===== src/lpf_pkg.sv =====
// Package: constants and types for the link packet framer
//==========================================================
// Summary of operation
// RQ1: Six-bit code; decode atomic and address-extension prefix.
// RQ2: Read return and completion go in response channel.
// RQ3: Extended credit info covers sets 0-7, no channel.
// RQ4: Fence and broadcast travel in posted channel.
// RQ5: All-ones code is sync/error info packet.
// RQ6: Info packets use no buffer, no channel.
// RQ7: Reserved codes raise a protocol error flag.
// RQ8: Data packet 4-64 bytes, count from command.
// RQ9: Bytes keep natural lanes, short data padded.
// RQ10: Read data lowest doubleword first, ascending.
// RQ11: Response data never wraps its 64-byte block.
// RQ12: Doubleword write carries 1-16 ascending doublewords.
// RQ13: Byte write sends mask doubleword, then 1-8.
// RQ14: Always 32 mask bits; mask bit n enables byte n.
// RQ15: Zero masks accepted; only messages omit data.
// RQ16: Data belongs to its command, no interleave.
// RQ17: Do not hold data long after command.
// RQ18: Slow-link tunnel defers command until data ready.
// RQ19: Bridge sends command and data back to back.
// RQ20: Sized writes 001xxx/101xxx; bit5 posted, bit2 size.
// RQ21: Count data doublewords down before next command.
package lpf_pkg;

  //==========================================================
  // Widths
  localparam int LPF_CMD_W   = 6;
  localparam int LPF_DW_W    = 32;
  localparam int LPF_CNT_W   = 4;
  localparam int LPF_DCNT_W  = 5;
  localparam int LPF_FIFO_D  = 4;

  //==========================================================
  // Command codes
  localparam logic [5:0] LPF_CMD_READ_RETURN = 6'h30;
  localparam logic [5:0] LPF_CMD_TARGET_DONE = 6'h33;
  localparam logic [5:0] LPF_CMD_EXT_CREDIT  = 6'h37;
  localparam logic [5:0] LPF_CMD_BROADCAST   = 6'h3A;
  localparam logic [5:0] LPF_CMD_FENCE       = 6'h3C;
  localparam logic [5:0] LPF_CMD_ATOMIC      = 6'h3D;
  localparam logic [5:0] LPF_CMD_ADDR_EXT    = 6'h3E;
  localparam logic [5:0] LPF_CMD_SYNC_ERR    = 6'h3F;
  localparam logic [5:0] LPF_CMD_RSVD_3536   = 6'h34;
  localparam logic [5:0] LPF_CMD_RSVD_IO     = 6'h36;
  localparam logic [5:0] LPF_CMD_RSVD_3B     = 6'h3B;
  localparam logic [5:0] LPF_CMD_RSVD_31     = 6'h31;
  localparam logic [5:0] LPF_CMD_RSVD_32     = 6'h32;
  localparam logic [5:0] LPF_CMD_RSVD_38     = 6'h38;
  localparam logic [5:0] LPF_CMD_RSVD_39     = 6'h39;

  // Sized-write field positions
  localparam int LPF_WR_POSTED_BIT = 5;
  localparam int LPF_WR_DWORD_BIT  = 2;
  localparam logic [2:0] LPF_WR_MATCH = 3'h1;

  // Data-length limits
  localparam logic [4:0] LPF_MAX_DWORD_WR = 5'h10;
  localparam logic [4:0] LPF_MAX_BYTE_WR  = 5'h08;
  localparam logic [4:0] LPF_ONE          = 5'h01;

  // Longest command-to-data gap before a stall is flagged
  localparam int LPF_STALL_NS     = 2000;
  localparam int LPF_CLK_NS       = 25;
  localparam int LPF_STALL_CYCLES = LPF_STALL_NS / LPF_CLK_NS;
  localparam int LPF_STALL_W      = 8;

  //==========================================================
  // Channel classes
  typedef enum logic [1:0] {
    LPF_VC_NONE     = 2'b00,
    LPF_VC_POSTED   = 2'b01,
    LPF_VC_NONPOST  = 2'b10,
    LPF_VC_RESPONSE = 2'b11
  } lpf_vc_t;

  // Receive framing states
  typedef enum logic [1:0] {
    LPF_ST_IDLE = 2'b00,
    LPF_ST_MASK = 2'b01,
    LPF_ST_DATA = 2'b10
  } lpf_state_t;

endpackage : lpf_pkg


===== src/lpf_framer.sv =====
// Receive-side command decoder and data packet framer
module lpf_framer
  import lpf_pkg::*;
#(
  parameter int FIFO_DEPTH = lpf_pkg::LPF_FIFO_D
) (
  // Clock and reset
  input  wire logic                         sys_clk,
  input  wire logic                         reset_n,
  // Control packet in
  input  wire logic                         cmd_valid,
  input  wire logic [lpf_pkg::LPF_CMD_W-1:0] cmd_code,
  input  wire logic [lpf_pkg::LPF_CNT_W-1:0] cmd_count,
  output logic                              cmd_ready,
  // Data doublewords in
  input  wire logic                         dw_valid,
  input  wire logic [lpf_pkg::LPF_DW_W-1:0] dw_data,
  output logic                              dw_ready,
  // Decoded command out
  output logic                              dec_valid,
  output logic [lpf_pkg::LPF_CMD_W-1:0]     dec_code,
  output lpf_pkg::lpf_vc_t                  dec_vc,
  output logic                              dec_info,
  output logic                              dec_has_data,
  output logic                              dec_addr_ext,
  output logic                              dec_atomic,
  output logic                              dec_posted,
  output logic [lpf_pkg::LPF_DCNT_W-1:0]    dec_dwords,
  // Framed data out
  output logic                              out_valid,
  input  wire logic                         out_ready,
  output logic [lpf_pkg::LPF_DW_W-1:0]      out_data,
  output logic [3:0]                        out_lane_en,
  output logic                              out_last,
  // Status
  output logic                              protocol_err,
  output logic                              length_err,
  output logic                              stall_warn
);

  //==========================================================
  // Declarations
  lpf_state_t          state_reg;         // Framing state
  logic [LPF_DCNT_W-1:0] remain_reg;      // Doublewords still owed
  logic [31:0]         mask_reg;          // Byte-write masks
  logic                byte_mode_reg;     // Current packet is byte write
  logic [LPF_STALL_W-1:0] gap_reg;        // Command-to-data gap
  logic                dec_valid_reg;
  logic [LPF_CMD_W-1:0] dec_code_reg;
  lpf_vc_t             dec_vc_reg;
  logic                dec_info_reg;
  logic                dec_has_data_reg;
  logic                dec_addr_ext_reg;
  logic                dec_atomic_reg;
  logic                dec_posted_reg;
  logic [LPF_DCNT_W-1:0] dec_dwords_reg;
  logic                perr_reg;
  logic                lerr_reg;
  logic                stall_reg;

  // Combinational decode
  lpf_vc_t             vc_next;
  logic                info_next;
  logic                data_next;
  logic                rsvd_next;
  logic                byte_wr_next;
  logic                posted_next;
  logic [LPF_DCNT_W-1:0] dwords_next;
  logic                cmd_take;
  logic                dw_take;
  logic                fifo_in_ready;
  logic                fifo_push;
  logic [LPF_DW_W+4:0] fifo_in;
  logic [LPF_DW_W+4:0] fifo_out;

  //==========================================================
  // Command decode of the code space
  always_comb begin
    vc_next      = LPF_VC_NONE;
    info_next    = 1'b0;
    data_next    = 1'b0;
    rsvd_next    = 1'b0;
    byte_wr_next = 1'b0;
    posted_next  = 1'b0;
    // Four-bit count caps a packet at 16 doublewords, one 64-byte block
    dwords_next  = LPF_DCNT_W'(cmd_count) + LPF_ONE;                        // RQ8 RQ11
    // Sized writes: bits 4:3 pick the write space, bits 5 and 2 are options
    if (cmd_code[LPF_CMD_W-2:LPF_CMD_W-3] == LPF_WR_MATCH[1:0]) begin       // RQ20
      data_next    = 1'b1;
      posted_next  = cmd_code[LPF_WR_POSTED_BIT];
      vc_next      = posted_next ? LPF_VC_POSTED : LPF_VC_NONPOST;
      byte_wr_next = !cmd_code[LPF_WR_DWORD_BIT];
    end else begin
      case (cmd_code)
        LPF_CMD_READ_RETURN: begin                                          // RQ2
          vc_next   = LPF_VC_RESPONSE;
          data_next = 1'b1;
        end
        LPF_CMD_TARGET_DONE: vc_next = LPF_VC_RESPONSE;                     // RQ2
        LPF_CMD_EXT_CREDIT:  info_next = 1'b1;                              // RQ3 RQ6
        LPF_CMD_SYNC_ERR:    info_next = 1'b1;                              // RQ5 RQ6
        LPF_CMD_BROADCAST:   vc_next = LPF_VC_POSTED;                       // RQ4
        LPF_CMD_FENCE:       vc_next = LPF_VC_POSTED;                       // RQ4
        LPF_CMD_ATOMIC: begin                                               // RQ1
          vc_next   = LPF_VC_NONPOST;
          data_next = 1'b1;
        end
        LPF_CMD_ADDR_EXT:    vc_next = LPF_VC_NONE;                         // RQ1
        LPF_CMD_RSVD_3536, LPF_CMD_RSVD_IO, LPF_CMD_RSVD_3B,
        LPF_CMD_RSVD_31, LPF_CMD_RSVD_32, LPF_CMD_RSVD_38,
        LPF_CMD_RSVD_39:     rsvd_next = 1'b1;                              // RQ7
        default: begin
          rsvd_next = (cmd_code == {LPF_CMD_RSVD_3536[5:1], 1'b1});         // RQ7
        end
      endcase
    end
  end

  //==========================================================
  // Handshakes: a new command waits until the previous one's data is in
  assign cmd_ready = (state_reg == LPF_ST_IDLE);                            // RQ16 RQ21
  assign cmd_take  = cmd_valid && cmd_ready;
  assign dw_ready  = (state_reg != LPF_ST_IDLE) && (state_reg == LPF_ST_MASK || fifo_in_ready);
  assign dw_take   = dw_valid && dw_ready;
  assign fifo_push = dw_take && (state_reg == LPF_ST_DATA);

  //==========================================================
  // Framing state and doubleword countdown
  always_ff @(posedge sys_clk) begin
    if (!reset_n) begin
      state_reg     <= LPF_ST_IDLE;
      remain_reg    <= '0;
      byte_mode_reg <= 1'b0;
    end else begin
      case (state_reg)
        LPF_ST_IDLE: begin
          if (cmd_take && data_next && !rsvd_next) begin
            remain_reg    <= dwords_next;                                   // RQ21
            byte_mode_reg <= byte_wr_next;
            // Byte write: mask doubleword precedes the data
            state_reg     <= byte_wr_next ? LPF_ST_MASK : LPF_ST_DATA;      // RQ13
          end
        end
        LPF_ST_MASK: begin
          if (dw_take) begin
            state_reg <= LPF_ST_DATA;                                       // RQ13
          end
        end
        LPF_ST_DATA: begin
          if (fifo_push) begin
            remain_reg <= remain_reg - LPF_ONE;                             // RQ21
            if (remain_reg == LPF_ONE) begin
              state_reg <= LPF_ST_IDLE;                                     // RQ16
            end
          end
        end
        default: state_reg <= LPF_ST_IDLE;
      endcase
    end
  end

  // Mask capture; all-zero masks are passed on, not rejected
  always_ff @(posedge sys_clk) begin
    if (!reset_n) begin
      mask_reg <= '0;
    end else if (state_reg == LPF_ST_MASK && dw_take) begin
      mask_reg <= dw_data;                                                  // RQ14 RQ15
    end else if (fifo_push && byte_mode_reg) begin
      // Next doubleword's enables move down into the low nibble
      mask_reg <= mask_reg >> $bits(out_lane_en);                           // RQ14
    end
  end

  //==========================================================
  // Decoded command outputs, one-cycle pulse per non-reserved command
  always_ff @(posedge sys_clk) begin
    if (!reset_n) begin
      dec_valid_reg    <= 1'b0;
      dec_code_reg     <= '0;
      dec_vc_reg       <= LPF_VC_NONE;
      dec_info_reg     <= 1'b0;
      dec_has_data_reg <= 1'b0;
      dec_addr_ext_reg <= 1'b0;
      dec_atomic_reg   <= 1'b0;
      dec_posted_reg   <= 1'b0;
      dec_dwords_reg   <= '0;
    end else begin
      dec_valid_reg <= cmd_take && !rsvd_next;
      if (cmd_take) begin
        dec_code_reg     <= cmd_code;
        dec_vc_reg       <= vc_next;
        dec_info_reg     <= info_next;
        dec_has_data_reg <= data_next;
        dec_addr_ext_reg <= (cmd_code == LPF_CMD_ADDR_EXT);                 // RQ1
        dec_atomic_reg   <= (cmd_code == LPF_CMD_ATOMIC);                   // RQ1
        dec_posted_reg   <= (vc_next == LPF_VC_POSTED);
        dec_dwords_reg   <= data_next ? dwords_next : '0;
      end
    end
  end

  //==========================================================
  // Error flags: reserved codes and illegal lengths
  always_ff @(posedge sys_clk) begin
    if (!reset_n) begin
      perr_reg <= 1'b0;
      lerr_reg <= 1'b0;
    end else begin
      perr_reg <= cmd_take && rsvd_next;                                    // RQ7
      // Byte writes carry at most eight data doublewords
      lerr_reg <= cmd_take && byte_wr_next && (dwords_next > LPF_MAX_BYTE_WR); // RQ13
    end
  end

  // Command-to-data gap watch; long gaps raise the stall warning flag
  always_ff @(posedge sys_clk) begin
    if (!reset_n) begin
      gap_reg   <= '0;
      stall_reg <= 1'b0;
    end else if (state_reg == LPF_ST_IDLE || dw_take) begin
      gap_reg   <= '0;
      stall_reg <= 1'b0;
    end else if (gap_reg == LPF_STALL_W'(LPF_STALL_CYCLES)) begin
      // Tells the forwarding side to pair command and data back to back
      stall_reg <= 1'b1;                                                    // RQ17 RQ18 RQ19
    end else begin
      gap_reg <= gap_reg + 1'b1;
    end
  end

  assign dec_valid    = dec_valid_reg;
  assign dec_code     = dec_code_reg;
  assign dec_vc       = dec_vc_reg;
  assign dec_info     = dec_info_reg;
  assign dec_has_data = dec_has_data_reg;
  assign dec_addr_ext = dec_addr_ext_reg;
  assign dec_atomic   = dec_atomic_reg;
  assign dec_posted   = dec_posted_reg;
  assign dec_dwords   = dec_dwords_reg;
  assign protocol_err = perr_reg;
  assign length_err   = lerr_reg;
  assign stall_warn   = stall_reg;

  //==========================================================
  // Data FIFO: lanes kept natural, lane enables from masks on byte writes, all set otherwise
  assign fifo_in = {(remain_reg == LPF_ONE),
                    (byte_mode_reg ? mask_reg[3:0] : 4'hF),                 // RQ9 RQ14
                    dw_data};                                               // RQ10 RQ12

  lpf_fifo #(
    .WIDTH (LPF_DW_W + 5),
    .DEPTH (FIFO_DEPTH)
  ) u_fifo (
    .sys_clk   (sys_clk),
    .reset_n   (reset_n),
    .in_valid  (fifo_push),
    .in_ready  (fifo_in_ready),
    .in_data   (fifo_in),
    .out_valid (out_valid),
    .out_ready (out_ready),
    .out_data  (fifo_out)
  );

  assign out_data    = fifo_out[LPF_DW_W-1:0];
  assign out_lane_en = fifo_out[LPF_DW_W+3:LPF_DW_W];
  assign out_last    = fifo_out[LPF_DW_W+4];

endmodule : lpf_framer


===== src/lpf_fifo.sv =====
// Small flop FIFO with valid/ready on both sides
module lpf_fifo #(
  parameter int WIDTH = 32,
  parameter int DEPTH = 4
) (
  // Clock and reset
  input  wire logic             sys_clk,
  input  wire logic             reset_n,
  // Fill side
  input  wire logic             in_valid,
  output logic                  in_ready,
  input  wire logic [WIDTH-1:0] in_data,
  // Drain side
  output logic                  out_valid,
  input  wire logic             out_ready,
  output logic [WIDTH-1:0]      out_data
);

  localparam int AW = $clog2(DEPTH);

  logic [WIDTH-1:0] mem_reg [DEPTH];   // Storage
  logic [AW-1:0]    wr_ptr_reg;        // Write index
  logic [AW-1:0]    rd_ptr_reg;        // Read index
  logic [AW:0]      count_reg;         // Occupancy
  logic             push;
  logic             pop;

  assign in_ready  = (count_reg != (AW+1)'(DEPTH));
  assign out_valid = (count_reg != '0);
  assign out_data  = mem_reg[rd_ptr_reg];
  assign push      = in_valid && in_ready;
  assign pop       = out_valid && out_ready;

  //==========================================================
  // Storage write
  always_ff @(posedge sys_clk) begin
    if (push) begin
      mem_reg[wr_ptr_reg] <= in_data;
    end
  end

  // Pointers and occupancy
  always_ff @(posedge sys_clk) begin
    if (!reset_n) begin
      wr_ptr_reg <= '0;
      rd_ptr_reg <= '0;
      count_reg  <= '0;
    end else begin
      if (push) begin
        wr_ptr_reg <= (wr_ptr_reg == AW'(DEPTH-1)) ? '0 : wr_ptr_reg + 1'b1;
      end
      if (pop) begin
        rd_ptr_reg <= (rd_ptr_reg == AW'(DEPTH-1)) ? '0 : rd_ptr_reg + 1'b1;
      end
      count_reg <= count_reg + (AW+1)'(push) - (AW+1)'(pop);
    end
  end

endmodule : lpf_fifo


===== config.mk =====
export PLATFORM = sky130hd
export DESIGN_NAME = lpf_framer
export DESIGN_NICKNAME = d
export VERILOG_FILES = /design/src/lpf_pkg.sv /design/src/lpf_framer.sv /design/src/lpf_fifo.sv
export SDC_FILE = /design/constraint.sdc
export NUM_CORES = 1
export LEC_CHECK = 0
export BUFFER_PORTS_ARGS = -buffer_cell sky130_fd_sc_hd__buf_2
export CAP_MARGIN = 20
export CORE_MARGIN = 2
export CORE_UTILIZATION = 54
export CTS_BUF_LIST = sky130_fd_sc_hd__clkbuf_2
export DETAILED_ROUTE_END_ITERATION = 6
export PLACE_DENSITY = 0.82
export SLEW_MARGIN = 5
export SYNTH_ARGS = -nofsm -noshare
export SYNTH_HDL_FRONTEND = slang
export SYNTH_SLANG_ARGS = --single-unit
export TNS_END_PERCENT = 20

===== constraint.sdc =====
create_clock -name sys_clk -period 2.4 [get_ports sys_clk]
set_input_delay 0.12 -clock sys_clk [delete_from_list [all_inputs] [get_ports sys_clk]]
set_output_delay 0.12 -clock sys_clk [all_outputs]
set_load 0.01 [all_outputs]

## Word-level counts from Yosys, hierarchy flattened

Memory sizes are Yosys's and may differ from the RTL's. A register that Yosys moved wholly into a read port is not among the register bits.
Cells that the tools add are included.

| operators by class | value |
|---|---|
| add/sub/neg operators | 7 |
| multiply operators | 0 |
| divide/modulo/power cells | 0 |
| $lt $le $gt $ge | 1 |
| equal/unequal tests | 29 |
| shifts and indexed selects | 0 |
| muxes and demuxes | 29 |
| bitwise logic cells | 1 |
| reduce and logical (&&, ||, !) cells | 33 |

Operator list:

| kind | number |
|---|---|
| 6-bit == test, second input constant | 16 |
| 32-bit two-way mux | 2 |
| 2-bit two-way mux | 11 |
| 5-bit two-way mux | 3 |
| 1-bit logical AND | 14 |
| 2-bit one-hot mux with 3 select lines | 2 |
| 5-bit one-hot mux with 2 select lines | 1 |
| 2-bit OR reduction | 5 |
| 8-bit by 1-bit adder with 8-bit output, second input constant | 1 |
| 8-bit by 7-bit == test with 1-bit output, second input constant | 1 |
| 1-bit two-way mux | 8 |
| 8-bit OR reduction | 1 |
| 7-bit OR reduction | 1 |
| 2-bit by 1-bit == test with 1-bit output, second input constant | 3 |
| 2-bit == test, second input constant | 3 |
| 2-bit nonzero test | 3 |
| 4-bit by 1-bit adder with 5-bit output, second input constant | 1 |
| 5-bit by 1-bit == test with 1-bit output, second input constant | 1 |
| 5-bit by 4-bit > comparator with 1-bit output, second input constant | 1 |
| 5-bit by 1-bit subtractor with 5-bit output, second input constant | 1 |
| 2-bit by 1-bit adder with 2-bit output, second input constant | 2 |
| 4-bit two-way mux | 1 |
| 2-bit by 1-bit != test with 1-bit output, second input constant | 2 |
| 2-bit != test, second input constant | 2 |
| 12 further kinds | 14 |

| storage, ports and cells | value |
|---|---|
| register bits after elaboration | 77 |
| bits in latches | 0 |
| memory bits (writable) | 148 |
| bits in read-only memories | 0 |
| input port bits | 47 |
| output and inout port bits | 62 |
| word-level logic and storage cells | 121 |
| memories | 1 |

Memories:

| name | words | bits a word | rd ports | clocked after memory_dff | write ports | line | RTL |
|---|---|---|---|---|---|---|---|
| u_fifo.mem_reg | 4 | 37 | 1 | 1 | 1 | lpf_fifo.sv:21 | `logic [WIDTH-1:0] mem_reg [DEPTH];` |

## Longest topological paths before layout

| depth | value |
|---|---|
| depth in word-level cells | 8 |
| mapped depth | 10 |
| depth with buffers taken out | 10 |

## Modules after synthesis

Synthesis repeated with hierarchy kept, for this count alone.

| second synthesis, totals | value |
|---|---|
| cells, all modules | 671 |
| area total of the unflattened synthesis | 9,155.0 um^2 |

Modules (own cells, without submodules):

| module | instances | cells an instance | area an instance (um^2) | sequential area each (um^2) |
|---|---|---|---|---|
| lpf_fifo | 1 | 245 | 5,816.8 | 4,624.4 |
| lpf_framer | 1 | 426 | 3,338.2 | 1,401.3 |

## Least setup slack after synthesis

No wires, ideal clock.

| timing | value |
|---|---|
| kind | reg2reg |
| start | reg state_reg[0] |
| end | mem u_fifo.mem_reg[3][0] in the netlist's numbering, enable pin |
| library setup time | 0.398 ns |
| data arrival time | 1.896 ns |
| path slack | 0.107 ns |
| stages on the path, launching flop included | 5 |
| period minus slack after synthesis | 2.293 ns |
| path through | dfxtp_1 buf_6 nand3b_1 nor2_1 and2_1 |

| between the ends | value |
|---|---|
| word-level cells in the longest chain between the ends | 8 |
| elaborated cells between the ends (all ways) | 10 |

RTL lines:

| item | line | RTL |
|---|---|---|
| start, declared | lpf_framer.sv:43 | `lpf_state_t state_reg;` |
| start signal, assigned | lpf_framer.sv:141 | `state_reg <= byte_wr_next ? LPF_ST_MASK : LPF_ST_DATA;` |
| 2-bit by 1-bit == test with 1-bit output | lpf_framer.sv:123 | `assign dw_ready = (state_reg != LPF_ST_IDLE) && (state_reg == LPF_ST_MASK \|\| fifo_in_ready);` |
| 1-bit logical OR | lpf_framer.sv:123 |  |
| 1-bit logical AND | lpf_framer.sv:123 |  |
| 1-bit logical AND | lpf_framer.sv:124 | `assign dw_take = dw_valid && dw_ready;` |
| 1-bit logical AND (*) | lpf_framer.sv:125 | `assign fifo_push = dw_take && (state_reg == LPF_ST_DATA);` |
| 1-bit logical AND (*) | lpf_fifo.sv:31 | `assign push = in_valid && in_ready;` |
| 1-bit two-way mux (*) | lpf_fifo.sv:37 | `if (push) begin` |
| 1-bit two-way mux (implied by the code) (*) | lpf_fifo.sv:38 | `mem_reg[wr_ptr_reg] <= in_data;` |
| end, declared | lpf_fifo.sv:21 |  |

Every way passes the cells marked *; elsewhere a longest branch is shown, timed or not.

## Worst setup path after layout

| timing | value |
|---|---|
| start | in cmd_code[4] in the netlist's numbering |
| end | reg state_reg[0] |

| between the ends | value |
|---|---|
| word-level cells in the longest chain between the ends | 8 |
| elaborated cells between the ends (all ways) | 33 |

RTL lines:

| item | line | RTL |
|---|---|---|
| start, declared | lpf_framer.sv:12 | `input wire logic [lpf_pkg::LPF_CMD_W-1:0] cmd_code,` |
| 6-bit == test | lpf_framer.sv:94 | `case (cmd_code)` |
| 8-bit OR reduction (no source line) (tied with other cells) | - |  |
| 1-bit one-hot mux with 2 select lines / 1-bit two-way mux (equally long branches) | lpf_framer.sv:94 |  |
| 1-bit two-way mux | lpf_framer.sv:88 | `if (cmd_code[LPF_CMD_W-2:LPF_CMD_W-3] == LPF_WR_MATCH[1:0]) begin` |
| 1-bit zero test / 1-bit logical AND (equally long branches) | lpf_framer.sv:137 | `if (cmd_take && data_next && !rsvd_next) begin` |
| 1-bit logical AND | lpf_framer.sv:137 |  |
| 2-bit by 1-bit != test with 1-bit output (no source line) | - |  |
| 4-bit AND reduction (no source line) | - |  |

Several ways; a longest one is shown, not always the timed one. The select of a mux whose other input is x is not followed.
A chain may end at the register's enable or synchronous reset.

==> impl_metrics.csv <==
group,metric,value,unit
sta,final-hold-violation-count,0,
logic_synthesis,syn_inst,666,
cells_and_area,fin_nets,933,
cts,clk_pin_slew,0.10,ns
critical_path,critPathArrivalTime,3.17,ns
critical_path,critPathLaunchType,"primary input",
cells_and_area,final_cell_mix,"edfxtp_1, buf_2, nand2_1, clkbuf_2, dfxtp_1",
logic_synthesis,yosysSeqAreaShare,65.9,%
logic_synthesis,syn_area_per_cell,13.7,sq um
floorplanning,io_pins,109,
critical_path,cp_max_fo,9,
floorplanning,fp.dieH,134,microns
cts,clk-insertion-delay-late,0.83,ns
critical_path,crit_path_frequent_cell,"dlygate4sd3_1",
cells_and_area,syn2layout_area_growth,22.6,%
routing,avgViaCountPerCell,5.64,
routing,drtIter0Drc,520,
cts,cts_max_level,2,
grt,grt_max_degree,59,
routing,drt_wl_total,20300,microns
outcome,status,"complete, but fails checks",
sta,whs,0.0701,ns
placement,place.gp.congestion,0.829,
cells_and_area,fillCellCount,1153,
critical_path,crit_required,3.14,ns
sta,worst_slew_pin_slew,0.689,ns
floorplanning,core_area,0.0166,sq mm
cts,clockBufferDepth,3,
grt,grt_pass1_wl,32400,microns
floorplanning,dieArea,0.0180,sq mm
critical_path,r2r_slack,0.13,ns
power,p_total,8.37,mW
cts,cts_made_buffers,55,
sta,finalCritPeriodShare,101,%
cts,numClockSinks,227,
grt,antenna_found_initial,0,
floorplanning,start_util,55.2,%
placement,hpwl,12000,microns
logic_synthesis,ys.flop_type,"edfxtp_1",
routing,ant_nets,0,
routing,dr_wl_met2,10800,microns
critical_path,critical_path_class,"in -> reg",
critical_path,path_cells,"dlygate4sd3_1 > buf_2 > or4b_4 > a21oi_4 > o21ai_0 > dlygate4sd3_1 > a2111oi_2 > dlygate4sd3_1",
critical_path,critPathCapture,"state_reg[0]",
logic_synthesis,synth_fp_nets,727,
logic_synthesis,ys_ff_latch,227,
cells_and_area,drive_gt1_share,30.4,%
routing,drc,0,
routing,wl_met3,1230,microns
sta,finalSetupViolCount,1,
power,peakVddDrop,0.427,mV
critical_path,cpMaxStageDelayCell,"dlygate4sd3_1",
routing,wl_per_cell,17.9,microns
cells_and_area,mostFrequentLayoutCell,"edfxtp_1",
routing,dr.pass1.iters,5,
min_path,min_path_type,"in -> reg",
critical_path,reg2reg_depth,5,
routing,top_layer_used,"met4",
placement,dpl_cell_area,0.00999,sq mm
critical_path,cp-startpoint,"cmd_code[4]",
sta,max_slew_margin,53.8,%
sta,fin_ws,-0.0353,ns
sta,fin_crit,2.44,ns
power,power_density,747,mW/mm^2
logic_synthesis,syn_area,0.00915,sq mm
sta,final.setup.tns,-0.0353,ns
cells_and_area,insertedDiodeCount,0,
cts,cts_root_buf,"clkbuf_2",
grt,gr-total-overflow,0,
grt,grt_pass1_vias,6584,
cells_and_area,largest_reg_flops,148,
placement,dp_slack,0.0671,ns
floorplanning,die-width,134,microns
critical_path,slowest_delay,0.60,ns
flow_run,maxCapViolations,0,
sta,rsz0062_at_grt,"true",
cells_and_area,finalInstanceArea,0.0112,sq mm
power,power.leakage,3.99,nW
floorplanning,rows,47,
logic_synthesis,yosysWarnings,0,
placement,placedCellCount,969,
grt,grt_use_total,22.9,%
sta,drv_slew,0,
cts,cts_setup_buffers,0,
cells_and_area,final_cells,1137,
placement,numPortBuffers,108,
critical_path,end_kind,"flop",
logic_synthesis,synth-async-reset-ratio,0,%
sta,finClkSkew,0.0659,ns
logic_synthesis,synth_edf_count,148,
cells_and_area,fin_util,67.6,%
logic_synthesis,yosysUniqueCellTypes,60,
routing,num_vias,6413,
critical_path,r2r_start,"state_reg[1]",
routing,met1_length,7880,microns
critical_path,r2r_end,"length_err",
cts,cts_tree,"built",
outcome,violations,"setup timing",
sta,max_freq,0.411,GHz
==> cell usage after synthesis, drive strengths merged (2+ instances only) <==
cell type	count	area (sq um)
a2bb2oi	3	26.3
a21oi	31	159
nand3b	3	22.5
edfxtp	148	4440
a22oi	2	15.0
nand2	91	342
mux2i	2	20.0
o21ai	14	70.1
xor2	5	43.8
inv	17	63.8
and2	7	46.3
and3	3	18.8
a311oi	28	245
nand2b	10	62.6
nand3	12	60.1
a211oi	3	37.5
clkbuf	25	93.8
nor3	9	45.0
or4	2	15.0
o221a	2	22.5
dfxtp	79	1580
xnor2	7	61.3
or3b	2	17.5
o2bb2a	2	20.0
nand4	2	12.5
nor2	57	214
nor4	3	18.8
or3	2	12.5
nor3b	5	47.5
a221oi	2	17.5
mux4	37	833
ha	13	163
buf	17	95.1
o211ai	2	15.0
==> how the worst min path moves through the flow <==
stage                startpoint                    end  cells past startpoint
floorplan            dw_data[0]   u_fifo.mem_reg[0][0]                      0
global placement    dw_data[29]  u_fifo.mem_reg[2][29]                      1
detailed placement  dw_data[24]  u_fifo.mem_reg[3][24]                      1
CTS                 dw_data[14]  u_fifo.mem_reg[2][14]                      2
global route        dw_data[24]  u_fifo.mem_reg[3][24]                      2
finish              cmd_code[2]            dec_code[2]                      4
==> kinds of logic after synthesis <==
family | after synthesis | share of synthesized area, %
AND/OR/NAND/NOR | 213 | 10.7
flip-flops | 227 | 65.9
buffers and inverters | 60 | 2.80
AO/OA/AOI/OAI | 101 | 8.10
multiplexers | 39 | 9.33
adder cells (fa/ha/maj) | 14 | 2.00
XOR/XNOR | 12 | 1.15
==> power breakdown <==
| part | total, mW | leakage, nW | switching, mW | internal [mW] |
|---|---|---|---|---|
| combinational | 1.59 | 1.64 | 0.785 | 0.807 |
| sequential | 4.35 | 1.96 | 0.0897 | 4.26 |
| clock | 2.43 | 0.391 | 1.49 | 0.939 |
==> timing repair <==
item	in CTS	in global routing
gates cloned	1	0
hold endpoints to repair	203	0
endpoints found under the setup margin	1	21
hold buffers	65	0
resized for setup	0	12
==> routing by layer <==
| layer | track usage, % | up-vias |
|---|---|---|
| li1 | - | 2952 |
| met1 | 26.9 | 3159 |
| met2 | 41.7 | 260 |
| met3 | 4.46 | 42 |
| met4 | 8.83 | 0 |
| met5 | 0 | - |
==> layout make-up <==
class	count	area [sq um]	area share [%]
Sequential cell	227	6030	53.8
Multi-Input combinational cell	379	2910	26.0
Timing Repair Buffer	191	1430	12.7
Clock buffer	83	415	3.70
Tap cell	220	275	2.45
Clock inverter	19	87.6	0.781
Inverter	18	67.6	0.602
==> critical path, delay by kind of cell <==
family,cells,cell delay [ns]
compound gates,3,0.65
buf+inv,4,1.91
simple gates,1,0.50
(Power assumes the default switching activity.)
